`src/ctg_pkg.sv`:
```
/*
  Shared constants, register map and carrier types for the carrier
  trip/guard decision logic.
  Assumes a single 100 MHz system clock and a classic Wishbone host.
*/
package ctg_pkg;

  // ----------------------------------------
  // clock and timing
  // ----------------------------------------
  localparam int CLK_KHZ     = 100_000;
  localparam int PRETRIP_MS  = 6;
  localparam int PREGUARD_MS = 4;
  localparam int ALARM_MS    = 300;
  localparam int PRETRIP_CYC  = PRETRIP_MS * CLK_KHZ;
  localparam int PREGUARD_CYC = PREGUARD_MS * CLK_KHZ;
  localparam int ALARM_CYC    = ALARM_MS * CLK_KHZ;
  localparam int CNT_W        = 25;

  // comparator thresholds, applied by the analogue front end
  localparam int LVL_HI_MV    = 7000;
  localparam int LVL_LO_MV    = 90;
  localparam int DROP_PCT     = 11;

  // ----------------------------------------
  // register map
  // ----------------------------------------
  localparam logic [7:0] ADR_CTRL   = 8'h00;
  localparam logic [7:0] ADR_STATUS = 8'h04;
  localparam logic [7:0] ADR_INPUT  = 8'h08;

  localparam int CTRL_NOISE_EN   = 0;
  localparam int CTRL_TRIP_BOOST = 1;
  localparam int CTRL_BLK_SEL    = 2;
  localparam logic [2:0] CTRL_RST = 3'h1;

  localparam int IN_W = 14;

  // ----------------------------------------
  // carrier for the pin inputs
  // ----------------------------------------
  typedef struct packed {
    logic       trip;
    logic       guard;
    logic       lvl_hi;
    logic       lvl_lo;
    logic       env_drop;
    logic       env_rise;
    logic [3:0] ext_blk;
    logic       ext_dig;
    logic       stop;
    logic       direct;
    logic       clr;
  } ctg_in_t;

endpackage

```
`src/ctg_logic.sv`:
```
/*
  Trip, guard, block and alarm decision logic of a frequency-shift
  carrier protection receiver, with a classic Wishbone register slave.
  Assumes receiver slicer levels and comparator flags arrive on pins
  asynchronously; one 100 MHz clock with synchronous active-high reset.
*/
// The Wishbone interface to the registers and the register addresses were decided locally.
`timescale 1ns/1ps
module ctg_logic #(
  parameter int PRETRIP_CYC  = ctg_pkg::PRETRIP_CYC,
  parameter int PREGUARD_CYC = ctg_pkg::PREGUARD_CYC,
  parameter int ALARM_CYC    = ctg_pkg::ALARM_CYC
) (
  input  wire logic            clk_i,
  input  wire logic            rst_i,
  // wishbone slave
  input  wire logic [7:0]      wb_adr_i,
  input  wire logic [31:0]     wb_dat_i,
  input  wire logic [3:0]      wb_sel_i,
  input  wire logic            wb_we_i,
  input  wire logic            wb_cyc_i,
  input  wire logic            wb_stb_i,
  output logic      [31:0]     wb_dat_o,
  output logic                 wb_ack_o,
  // receiver and relaying pins
  input  wire ctg_pkg::ctg_in_t pin_i,
  // decision outputs
  output logic                 trip_o,
  output logic                 guard_o,
  output logic                 low_sig_o,
  output logic                 alarm_ok_o,
  output logic                 fast_block_o,
  output logic                 block_init_o,
  output logic                 valid_trip_o
);
  import ctg_pkg::*;

  // ----------------------------------------
  // input synchronisation
  // ----------------------------------------
  ctg_in_t in_s;
  logic [IN_W-1:0] in_vec;

  // comparator and relay levels come from another world
  ctg_sync #(
    .W (IN_W)
  ) u_sync (
    .clk_i (clk_i),
    .rst_i (rst_i),
    .d_i   (pin_i),
    .q_o   (in_vec)
  );

  assign in_s = ctg_in_t'(in_vec);

  // ----------------------------------------
  // control register
  // ----------------------------------------
  logic [2:0] ctrl_q;
  logic       noise_en;
  logic       trip_boost;
  logic       blk_sel;

  assign noise_en   = ctrl_q[CTRL_NOISE_EN];
  assign trip_boost = ctrl_q[CTRL_TRIP_BOOST];
  assign blk_sel    = ctrl_q[CTRL_BLK_SEL];

  // ----------------------------------------
  // block sources
  // ----------------------------------------
  logic int_blk;
  logic blk_line;
  logic ext_any;
  logic lvl_abn;
  logic abn;

  // a rise is noise only outside trip-boost systems
  assign int_blk  = noise_en & (in_s.env_drop | (in_s.env_rise & ~trip_boost));
  assign blk_line = blk_sel ? in_s.ext_dig : int_blk;
  assign ext_any  = ~blk_sel & (|in_s.ext_blk);
  assign lvl_abn  = in_s.lvl_hi | in_s.lvl_lo;
  // level checks only enter abn while the internal source is selected
  assign abn      = blk_line | ext_any | (~blk_sel & lvl_abn);

  // ----------------------------------------
  // guard-to-trip arming
  // ----------------------------------------
  logic guard_prev_q;
  logic armed_q;
  logic armed_d;

  // trip counts only after guard has been seen to fall
  assign armed_d = in_s.guard ? 1'b0 : (guard_prev_q | armed_q);

  always_ff @(posedge clk_i) begin
    if (rst_i) begin
      guard_prev_q <= 1'b0;
      armed_q      <= 1'b0;
    end else begin
      guard_prev_q <= in_s.guard;
      armed_q      <= armed_d;
    end
  end

  // ----------------------------------------
  // pretrip and preguard timers
  // ----------------------------------------
  logic trip_run;
  logic trip_done;
  logic guard_run;
  logic guard_done;
  logic valid_trip;
  logic valid_guard;

  // receiver keeps trip low in guard, so arming is meaningful
  assign trip_run  = in_s.trip & armed_d & ~abn;
  // guard input is blocked only by a low level
  assign guard_run = in_s.guard & ~in_s.lvl_lo;

  ctg_timer #(
    .LIM (PRETRIP_CYC)
  ) u_pretrip (
    .clk_i  (clk_i),
    .rst_i  (rst_i),
    .run_i  (trip_run),
    .done_o (trip_done)
  );

  ctg_timer #(
    .LIM (PREGUARD_CYC)
  ) u_preguard (
    .clk_i  (clk_i),
    .rst_i  (rst_i),
    .run_i  (guard_run),
    .done_o (guard_done)
  );

  assign valid_trip  = trip_done;
  assign valid_guard = guard_done;

  // ----------------------------------------
  // alarm persistence and recovery
  // ----------------------------------------
  logic alarm_q;
  logic alm_run;
  logic alm_done;
  logic nrm_run;
  logic nrm_done;

  assign alm_run = abn;
  // recovery needs in-limit, noise-free guard
  assign nrm_run = alarm_q & ~lvl_abn & ~blk_line & in_s.guard;

  ctg_timer #(
    .LIM (ALARM_CYC)
  ) u_alarm (
    .clk_i  (clk_i),
    .rst_i  (rst_i),
    .run_i  (alm_run),
    .done_o (alm_done)
  );

  ctg_timer #(
    .LIM (ALARM_CYC)
  ) u_normal (
    .clk_i  (clk_i),
    .rst_i  (rst_i),
    .run_i  (nrm_run),
    .done_o (nrm_done)
  );

  // a fresh persistence wins over any clear in the same cycle
  always_ff @(posedge clk_i) begin
    if (rst_i) begin
      alarm_q <= 1'b0;
    end else if (alm_done) begin
      alarm_q <= 1'b1;
    end else if (in_s.clr | nrm_done) begin
      alarm_q <= 1'b0;
    end
  end

  // ----------------------------------------
  // output decisions
  // ----------------------------------------
  logic trip_d;
  logic guard_d;

  // stop-trip dominates, then direct trip, then a valid trip
  assign trip_d  = ~in_s.stop & (in_s.direct | valid_trip);
  // alarm blocks guard; trip and guard are exclusive
  assign guard_d = valid_guard & ~alarm_q & ~trip_d;

  // every output leaves through a flop
  always_ff @(posedge clk_i) begin
    if (rst_i) begin
      trip_o       <= 1'b0;
      guard_o      <= 1'b0;
      low_sig_o    <= 1'b0;
      alarm_ok_o   <= 1'b0;
      fast_block_o <= 1'b0;
      block_init_o <= 1'b0;
      valid_trip_o <= 1'b0;
    end else begin
      trip_o       <= trip_d;
      guard_o      <= guard_d;
      low_sig_o    <= in_s.lvl_lo;
      alarm_ok_o   <= ~alarm_q;
      fast_block_o <= abn;
      block_init_o <= int_blk;
      valid_trip_o <= valid_trip;
    end
  end

  // ----------------------------------------
  // wishbone slave
  // ----------------------------------------
  logic        req;
  logic        wr_ctrl;
  logic [31:0] rd_data;
  logic [7:0]  status;

  assign req     = wb_cyc_i & wb_stb_i;
  // write lands on the edge where the master sees ack
  assign wr_ctrl = req & wb_we_i & wb_ack_o & wb_sel_i[0] & (wb_adr_i == ADR_CTRL);
  assign status  = {guard_o, trip_o, low_sig_o, block_init_o,
                    fast_block_o, alarm_q, valid_guard, valid_trip};

  // unmapped reads return zero, writes there are dropped
  assign rd_data = (wb_adr_i == ADR_CTRL)   ? {29'h0, ctrl_q} :
                   (wb_adr_i == ADR_STATUS) ? {24'h0, status} :
                   (wb_adr_i == ADR_INPUT)  ? {18'h0, in_vec} : 32'h0;

  // single-wait-state answer; ack drops the cycle after
  always_ff @(posedge clk_i) begin
    if (rst_i) begin
      wb_ack_o <= 1'b0;
      wb_dat_o <= 32'h0;
    end else begin
      wb_ack_o <= req & ~wb_ack_o;
      wb_dat_o <= rd_data;
    end
  end

  always_ff @(posedge clk_i) begin
    if (rst_i) begin
      ctrl_q <= CTRL_RST;
    end else if (wr_ctrl) begin
      ctrl_q <= wb_dat_i[2:0];
    end
  end
endmodule

```
`src/ctg_sync.sv`:
```
/*
  Two-flop synchroniser for a vector of asynchronous pin levels.
  Assumes each bit is an independent level; no word coherence.
*/
`timescale 1ns/1ps
module ctg_sync #(
  parameter int W = 1
) (
  input  wire logic         clk_i,
  input  wire logic         rst_i,
  input  wire logic [W-1:0] d_i,
  output logic      [W-1:0] q_o
);

  // ----------------------------------------
  // per-bit double flop
  // ----------------------------------------
  genvar i;
  generate
    for (i = 0; i < W; i++) begin : g_bit
      logic meta_q;
      logic sync_q;
      // first flop feeds only the second
      always_ff @(posedge clk_i) begin
        if (rst_i) begin
          meta_q <= 1'b0;
          sync_q <= 1'b0;
        end else begin
          meta_q <= d_i[i];
          sync_q <= meta_q;
        end
      end
      assign q_o[i] = sync_q;
    end
  endgenerate

endmodule

```
`src/ctg_timer.sv`:
```
/*
  Slow-to-operate, fast-to-release qualification timer.
  Assumes run is a same-clock level; done rises after LIM cycles of run.
*/
`timescale 1ns/1ps
module ctg_timer #(
  parameter int LIM = 4
) (
  input  wire logic clk_i,
  input  wire logic rst_i,
  input  wire logic run_i,
  output logic      done_o
);
  import ctg_pkg::*;

  localparam logic [CNT_W-1:0] LIM_C = CNT_W'(LIM);

  logic [CNT_W-1:0] cnt_q;
  logic [CNT_W-1:0] cnt_d;

  // ----------------------------------------
  // counter, restarts the moment run drops
  // ----------------------------------------
  assign cnt_d  = !run_i ? '0 : (cnt_q == LIM_C) ? cnt_q : cnt_q + 1'b1;
  assign done_o = run_i && (cnt_q == LIM_C);

  always_ff @(posedge clk_i) begin
    if (rst_i) begin
      cnt_q <= '0;
    end else begin
      cnt_q <= cnt_d;
    end
  end

endmodule

```
`config.mk`:
```
export PLATFORM = sky130hd
export DESIGN_NAME = ctg_logic
export DESIGN_NICKNAME = d
export VERILOG_FILES = /design/src/ctg_pkg.sv /design/src/ctg_logic.sv /design/src/ctg_sync.sv /design/src/ctg_timer.sv
export SDC_FILE = /design/constraint.sdc
export NUM_CORES = 1
export LEC_CHECK = 0
export CAP_MARGIN = 20
export CORE_MARGIN = 2
export CORE_UTILIZATION = 50
export DETAILED_ROUTE_END_ITERATION = 16
export DONT_BUFFER_PORTS = 1
export GPL_TIMING_DRIVEN = 0
export PLACE_DENSITY = 0.68
export SLEW_MARGIN = 0
export SYNTH_ARGS = -nofsm -noshare
export SYNTH_HDL_FRONTEND = slang
export SYNTH_SLANG_ARGS = --single-unit
```
`constraint.sdc`:
```
create_clock -name clk_i -period 2 [get_ports clk_i]
set_input_delay 0.4 -clock clk_i [delete_from_list [all_inputs] [get_ports clk_i]]
set_output_delay 0.4 -clock clk_i [all_outputs]
set_load 0.1 [all_outputs]
```
# ---- Word level (Yosys, flattened, before mapping)
# Cells that the tools add are included.
dict set report totals {
  mem_bits_rw 0
  inputBits 63
  mem_bits_ro 0
  memories 0
  ff_bits 174
  latchBits 0
  elab_cells 119
  output_inout_bits 40
}
dict set report op_classes {
  n_div 0
  bitwise 40
  n_reduce_logical 14
  n_mux 7
  add_sub_neg 4
  order_cmp 0
  eq_ne 6
  n_mul 0
  n_shift 0
}
# cell count
set ops {}
lappend ops {{$add 25x1->25 const B} 4}
lappend ops {{$eq 25x25->1 const B} 2}
lappend ops {{$eq 25x19->1 const B} 1}
lappend ops {{$eq 25x20->1 const B} 1}
lappend ops {{$and 1x1->1} 19}
lappend ops {{$mux 8} 2}
lappend ops {{$not 1->1} 14}
lappend ops {{$reduce_or 2->1} 5}
lappend ops {{$eq 8x3->1 const B} 1}
lappend ops {{$eq 8x4->1 const B} 1}
lappend ops {{$logic_not 8->1} 1}
lappend ops {{$reduce_or 4->1} 2}
lappend ops {{$or 1x1->1} 7}
lappend ops {{$logic_and 1x1->1} 4}
lappend ops {{$mux 1} 4}
lappend ops {{$mux 3} 1}
lappend ops {{$reduce_or 3->1} 1}
lappend ops {{$reduce_bool 2->1} 1}

# ---- Depth between registers and ports, before layout
# Gate-level depths: netlist (run 1).
dict set report logic_depth {
  word_depth 14
  ltp_mapped 7
  depth_no_buf 7
}

# ---- Hierarchy
# A second synthesis (run 1) with hierarchy kept.
dict set report hier_totals {
  hier_cells 815
  area_unflattened_um2 7189.4
}
# module area_per_inst_um2 seq_area_each_um2 cells_each instances
set modules_own_cells {}
lappend modules_own_cells {{ctg_timer at u_alarm ...} 1258.7 500.5 149 2}
lappend modules_own_cells {{ctg_timer at u_pretrip} 1311.3 500.5 161 1}
lappend modules_own_cells {{ctg_timer at u_preguard} 1291.2 500.5 155 1}
lappend modules_own_cells {ctg_logic 1186.1 560.5 129 1}
lappend modules_own_cells {ctg_sync 883.3 560.5 72 1}

# ---- Worst setup path before layout (run 1)
# Ideal clock, no wire load.
dict set report synth_path {
  path_type {reg-to-reg}
  startpoint {register wb_ack_o}
  endpoint {register ctrl_q[0]}
  required_time_ns 1.880
  setup_time_ns 0.120
  path_slack_ns 0.016
  stages_incl_launch_ff 5
  arrival_time_ns 1.864
  path_cell_list {dfxtp_1 nand3_1 nor3_1 nor2b_1 a211o_1}
}
dict set report synth_between {
  elab_chain_cells 3
}
# element line
set synth_rtl {}
lappend synth_rtl {{start, declared} ctg_logic.sv:24} ;# output logic wb_ack_o,
lappend synth_rtl {{start signal, assigned} ctg_logic.sv:240} ;# wb_ack_o <= req & ~wb_ack_o;
lappend synth_rtl {{$and 1x1->1 (3 in a row)} ctg_logic.sv:225} ;# assign wr_ctrl = req & wb_we_i & wb_ack_o & wb_sel_i[0] & (wb_adr_i == ADR_CTRL);
lappend synth_rtl {{end signal, assigned} ctg_logic.sv:249} ;# ctrl_q <= wb_dat_i[2:0];
lappend synth_rtl {{end, declared} ctg_logic.sv:59} ;# logic [2:0] ctrl_q;
# Every way passes these cells.
# A chain may end at the register's enable or synchronous reset.

# ---- Final worst setup path (run 1)
dict set report layout_path {
  startpoint {register u_normal.cnt_q[0]}
  endpoint {register u_normal.cnt_q[24]}
}
dict set report layout_between {
  elab_chain_cells 1
}
# element line
set layout_rtl {}
lappend layout_rtl {{start, declared} ctg_timer.sv:18} ;# logic [CNT_W-1:0] cnt_q;
lappend layout_rtl {{start signal, assigned} ctg_timer.sv:31} ;# cnt_q <= cnt_d;
lappend layout_rtl {{$add 25x1->25 / $eq 25x25->1 (equally long branches)} ctg_timer.sv:24} ;# assign cnt_d = !run_i ? '0 : (cnt_q == LIM_C) ? cnt_q : cnt_q + 1'b1;
# Parallel ways exist; a longest one is shown, timed or not.

==> qor.yml, run 1 <==
timing:
  fmax_mhz: 525
  finalWorstSetupSlack_ps: 94.5
  finalCritPeriodShare_pct: 95.3
  fin_skew_ps: 14.9
  relSlewSlack_pct: 30.7
  hold_viol: 0
  setup_viol: 0
  min_period_ps: 1910
  tightest_slew_ps: 1040
  slew_violations: 0
  setup-tns-final_ps: 0
  worst_hold_slack_ps: 81.2
final_layout:
  layout-drive-gt1-share_pct: 10.3
  regArea_mm2: 0.00313
  syn_to_final_growth_pct: 14.2
  design_area_mm2: 0.00748
  utilization_pct: 58.8
  fin_nets: 827
  instances_no_fill: 942
  multi_input_area_mm2: 0.00324
  nFillCells: 1137
grt:
  grt.total_usage_pct: 18.4
  overflow: 0
  antenna_found_initial: 1
  grt_max_degree: 17
  grt_pass1_wl_mm: 20.9
  grt_pass1_vias: 4547
worst_setup_path:
  crit_arrival_ps: 2260
  crit_type: "reg -> reg"
  reg2reg_depth: 6
  crit_path_max_fanout: 4
  r2r_end: "u_normal.cnt_q[24]"
  reg2reg_slack_ps: 90
  cp-end-kind: "flip-flop"
  cp_data_required_time_ps: 2350
  crit_path_start_kind: "flip-flop"
  worstReg2RegStart: "u_normal.cnt_q[0]"
yosys:
  ys_seq_area_share_pct: 47.6
  netlist_area_mm2: 0.00656
  yosysTopAreaCell: "dfxtp_1"
  ys_top_cells_by_count: "156 x dfxtp_1, 122 x nor2_1, 56 x xor2_1"
  synth_seq_cells: 156
  async_reset_ff_share_pct: 0
  synthTopCellsByArea: "dfxtp_1 48%, xor2_1 7.5%, nor2_1 7.0%"
  synth_flop_cell: "dfxtp_1"
  ys_types: 48
  synth_edf_count: 0
  ys.warnings.count: 0
  avgSynthCellArea_um2: 9.14
  syn_inst: 717
  yosysMostFrequentCell: "dfxtp_1"
  yosysTopAreaCellShare_pct: 47.6
placed_design:
  port_buffers: 0
  placed_area_mm2: 0.00684
  gp_congestion: 0.880
  detailedPlace.worstSlack_ps: -166
  dp.cells: 906
  dp_hpwl_mm: 9.01
routing:
  via_per_inst: 5.12
  wl_per_cell_um: 13.4
  wirelength_mm: 12.7
  drc: 0
  drt_pass1_iterations: 4
  antenna_left: 0
  vias: 4825
  drt_iter0_drc: 256
min_path:
  hp-start: "wb_adr_i[3]"
  hold_depth: 1
  holdPathEnd: "wb_dat_o[1]"
  min_path_type: "in -> reg"
clocking:
  ctsRootBufferMaster: "clkbuf_16"
  cts_max_level: 4
  hold_buffers: 0
  clock_latency_ps: 430
  cts_made_buffers: 17
  cts_tree: "done"
  cts_buffer_depth: 2
  clock_sinks: 156
  path_clk_slew_ps: 70
pwr:
  total_power_mw: 6.54
  p_per_area_mw_per_mm2: 874
  leakage_nw: 2.61
  irDropWorstVdd_uv: 795
floorplanning:
  rows: 41
  chipHeight_um: 119
  coreArea_mm2: 0.0127
  die_w_um: 119
  ioPinCount: 103
  die_area_mm2: 0.0140
  initial_core_util_pct: 51.5
run_status:
  status: "completed"
run:
  drv_cap: 0
-- cell usage in the layout, fill, tap and decap left out, drive strengths merged, types with 2 or more instances in the layout --
cell type / n
nor4: 18
a21oi: 9
a22oi: 5
nor2: 123
or4: 2
or4b: 3
inv: 27
nand4: 29
or3: 7
xor2: 56
nand3: 42
nor3: 22
conb: 18
mux2i: 8
clkinv: 5
buf: 27
ha: 8
o2111a: 2
and4: 9
and2: 2
nand3b: 3
o21ai: 5
dfxtp: 156
nor4b: 8
xnor2: 33
clkbuf: 34
or2: 2
nor2b: 34
nand2b: 4
clkinvlp: 3
and3: 18
nand2: 38
-- report_power, final --
| group | switching [mW] | leakage [nW] | internal (mW) |
|---|---|---|---|
| registers | 0.0698 | 1.26 | 3.15 |
| logic | 0.220 | 1.08 | 0.0705 |
| clock network | 1.28 | 0.266 | 1.76 |
| total | 1.57 | 2.61 | 4.98 |
-- cell families after synthesis --
kind of cell	after synthesis	share of synthesized area [%]
AO/OA/AOI/OAI	27	2.81
AND/OR/NAND/NOR	366	30.2
adder cells (fa/ha/maj)	8	1.53
XOR/XNOR	89	11.9
buffers and inverters	62	4.64
flip-flops	156	47.6
multiplexers	8	1.22
other	1	0.0572
-- sequential cells by signal (all words and copies together), names as in the netlist --
| signal | count |
|---|---|
| block_init_o | 1 |
| u_preguard.cnt_q | 25 |
| u_sync.g_bit.meta_q | 14 |
| guard_prev_q | 1 |
| alarm_ok_o | 1 |
| alarm_q | 1 |
| ctrl_q | 3 |
| low_sig_o | 1 |
| guard_o | 1 |
| wb_dat_o | 14 |
| armed_q | 1 |
| valid_trip_o | 1 |
| u_alarm.cnt_q | 25 |
| u_pretrip.cnt_q | 25 |
| u_normal.cnt_q | 25 |
| wb_ack_o | 1 |
| fast_block_o | 1 |
| u_sync.g_bit.sync_q | 14 |
| trip_o | 1 |
-- per-layer routing --
layer / routed length [um] / vias to the layer above / track usage, %
met3: 473 / 11 / 5.84
met4: 133 / 0 / 6.62
met2: 6190 / 80 / 30.8
li1: - / 2477 / -
met1: 5860 / 2257 / 22.1
met5: 0 / - / 0
-- area by class of cell --
type,instances,area share [%]
multi-input combinational,516,43.3
sequential,156,41.8
clock buffer,21,6.02
tap,172,2.88
buffer,35,2.74
clock inverter,11,1.50
inverter,25,1.25
timing repair buffer,5,0.502
antenna,1,0.0334
-- repair_timing --
item,in CTS,in global routing
setup endpoints to repair,18,50
setup buffers,3,2
pin swaps,1,1
gates resized for setup,3,10
-- worst max-delay path, stage by stage (launching register included) --
cell and delay, ps:
dfxtp_1 380, ha_2 220, nand3_1 170, nor4_4 410, nand3_2 150, or3_1 370
a21oi_1 140
-- worst max-delay path by stage --
stage                          to           startpoint  slack [ps]
6_report       u_normal.cnt_q[24]    u_normal.cnt_q[0]          90
5_1_grt        u_normal.cnt_q[24]    u_normal.cnt_q[0]          -4
4_1_cts               wb_dat_o[1]  u_preguard.cnt_q[0]           1
3_5_place_dp            ctrl_q[0]             wb_ack_o        -170
3_3_place_gp            ctrl_q[0]             wb_ack_o        -110
2_1_floorplan           ctrl_q[0]             wb_ack_o          20
(Power assumes the default switching activity.)
==> run 2, diff against run 1 <==
--- a/config.mk
+++ b/config.mk
@@ -5,13 +5,13 @@
 export SDC_FILE = /design/constraint.sdc
 export NUM_CORES = 1
 export LEC_CHECK = 0
+export BUFFER_PORTS_ARGS = -buffer_cell sky130_fd_sc_hd__buf_2
 export CAP_MARGIN = 20
 export CORE_MARGIN = 2
 export CORE_UTILIZATION = 50
 export DETAILED_ROUTE_END_ITERATION = 16
-export DONT_BUFFER_PORTS = 1
 export GPL_TIMING_DRIVEN = 0
-export PLACE_DENSITY = 0.68
+export PLACE_DENSITY = 0.75
 export SLEW_MARGIN = 0
 export SYNTH_ARGS = -nofsm -noshare
 export SYNTH_HDL_FRONTEND = slang
==> qor.yml, run 2 (synthesized netlist as in run 1, its figures left out) <==
clocking:
  cts_tree: "done"
  cts_made_buffers: 17  # unchanged
  clock_sinks: 156  # unchanged
  path_clk_slew_ps: 60  # about the same
  cts_max_level: 4  # unchanged
  cts_buffer_depth: 2  # unchanged
  hold_buffers: 0  # unchanged
  clock_latency_ps: 430  # about the same
  ctsRootBufferMaster: "clkbuf_16"
timing:
  min_period_ps: 1890  # -14.9 ps
  tightest_slew_ps: 593  # -445 ps
  hold_viol: 0  # unchanged
  fmax_mhz: 529  # +0.79%
  finalCritPeriodShare_pct: 94.5  # -0.75 points
  fin_skew_ps: 4.87  # -10.1 ps
  setup_viol: 0  # unchanged
  relSlewSlack_pct: 60.2  # +29 points
  slew_violations: 0  # unchanged
  rsz0062_at_grt: "false"
  worst_hold_slack_ps: 177  # +95.5 ps
  setup-tns-final_ps: 0  # unchanged
final_layout:
  nFillCells: 1118  # -1.7%
  syn_to_final_growth_pct: 18.1
  multi_input_area_mm2: 0.00326  # +0.54%
  utilization_pct: 60.9  # +2.0 points
  layout_common_cells: "154 x dfxtp_1, 122 x nor2_1, 56 x xor2_1"
  layout_commonest_cell: "dfxtp_1"
  layout-drive-gt1-share_pct: 16.4  # +6.2 points
  fin_nets: 880  # +6.4%
  regArea_mm2: 0.00313  # unchanged
  antenna_cells: 0  # -1
floorplanning:
  initial_core_util_pct: 51.5  # unchanged
  die_w_um: 119  # unchanged
  die_area_mm2: 0.0140  # unchanged
  rows: 41  # unchanged
  ioPinCount: 103  # unchanged
  coreArea_mm2: 0.0127  # unchanged
  chipHeight_um: 119  # unchanged
routing:
  drc: 0  # unchanged
  met3WireLength_um: 580  # +23%
  vias: 5174  # +7.2%
  wl_met1_mm: 6.29  # +7.4%
  drt_iter0_drc: 332  # +30%
  antenna_left: 0  # unchanged
  drt_pass1_iterations: 4  # unchanged
  top_layer: "met4"
  wl_per_cell_um: 14.2  # +5.7%
  wl_met2_mm: 7.06  # +14%
  via_per_inst: 5.21  # +1.6%
  wirelength_mm: 14.1  # +12%
grt:
  overflow: 0  # unchanged
  grt_pass1_vias: 4975  # +9.4%
  grt.total_usage_pct: 20.7  # +2.3 points
  antenna_found_initial: 0  # -1
  grt_max_degree: 17  # unchanged
  grt_pass1_wl_mm: 23.4  # +12%
placed_design:
  port_buffers: 52  # +52
  dp_hpwl_mm: 10.5  # +16%
  gp_congestion: 0.836  # -5.0%
worst_setup_path:
  crit_arrival_ps: 2260  # about the same
  crit_path_start_kind: "flip-flop"
  cp_data_required_time_ps: 2370  # +20 ps
  cp-end-kind: "flip-flop"
  crit_type: "reg -> reg"
  crit_path_max_fanout: 5  # +1
pwr:
  total_power_mw: 6.47  # -1.1%
  p_per_area_mw_per_mm2: 836  # -4.4%
  leakage_nw: 2.85  # +9.3%
  irDropWorstVdd_uv: 576  # -28%
run_status:
  status: "completed"
min_path:
  min_path_type: "in -> reg"
run:
  drv_cap: 0  # unchanged
## run 2: changes by cell type in the layout (fill, tap and decap cells not counted), sizes merged
cell / change
bufinv: -1
diode: -1
inv: +3
buf: +52
clkinvlp: +3
clkinv: -1
clkbuf: -3
## run 2: path summary, 6_finish.rpt
path | from | endpoint | slack, ps | cells past startpoint
max | u_pretrip.cnt_q[6] | wb_dat_o[0] | 110 | 6
min | pin_i[7] | u_sync.g_bit[7].meta_q | 180 | 2
max reg2reg | u_pretrip.cnt_q[6] | wb_dat_o[0] | 110 | 6
min reg2reg | u_sync.g_bit[3].meta_q | u_sync.g_bit[3].sync_q | 440 | 1
## run 2: worst max-delay path, cell delays in order, from the launching register on
cell and delay (ps):
dfxtp_1 460, nand4_4 190, nor2_4 180, or4b_1 450, buf_2 180, nor3_2 170, a31o_1 200
## run 2: per-stage QoR
step	worst slack, ps	cell area (um2)	cells
floorplan	16.5	6620	734
global placement	-37.2	7100	958
detailed placement	-64.4	7100	958
CTS	18.9	7640	990
global route	13.0	7740	994
finish	109	7740	994
## run 2: layer usage
layer  global-route usage, %  vias to the layer above
li1                        -                     2583
met1                    25.3                     2467
met2                    35.4                      110
met3                    4.87                       14
met4                    7.89                        0
met5                       0                        -
## run 2: area by class of cell
| type | instances | share of cell area [%] |
|---|---|---|
| multi-input combinational | 516 | 42.1 |
| clock buffer | 17 | 5.49 |
| buffer | 36 | 2.70 |
| sequential | 156 | 40.4 |
| inverter | 25 | 1.21 |
| clock inverter | 15 | 1.50 |
| tap | 172 | 2.78 |
| timing repair buffer | 57 | 3.85 |
## run 2: report_power, final
| group | leakage [nW] | internal [mW] | switching (mW) | total (mW) |
|---|---|---|---|---|
| Clock | 0.249 | 1.60 | 1.33 | 2.93 |
| Sequential | 1.26 | 3.15 | 0.0248 | 3.17 |
| Combinational | 1.34 | 0.0935 | 0.282 | 0.376 |
| Total | 2.85 | 4.84 | 1.64 | 6.47 |
## run 2: what timing repair did
item | CTS | global route
endpoints found under the hold margin | 0 | 0
setup endpoints to repair | 3 | 42
setup buffers | 0 | 5
pin swaps | 0 | 4
resized for setup | 1 | 16
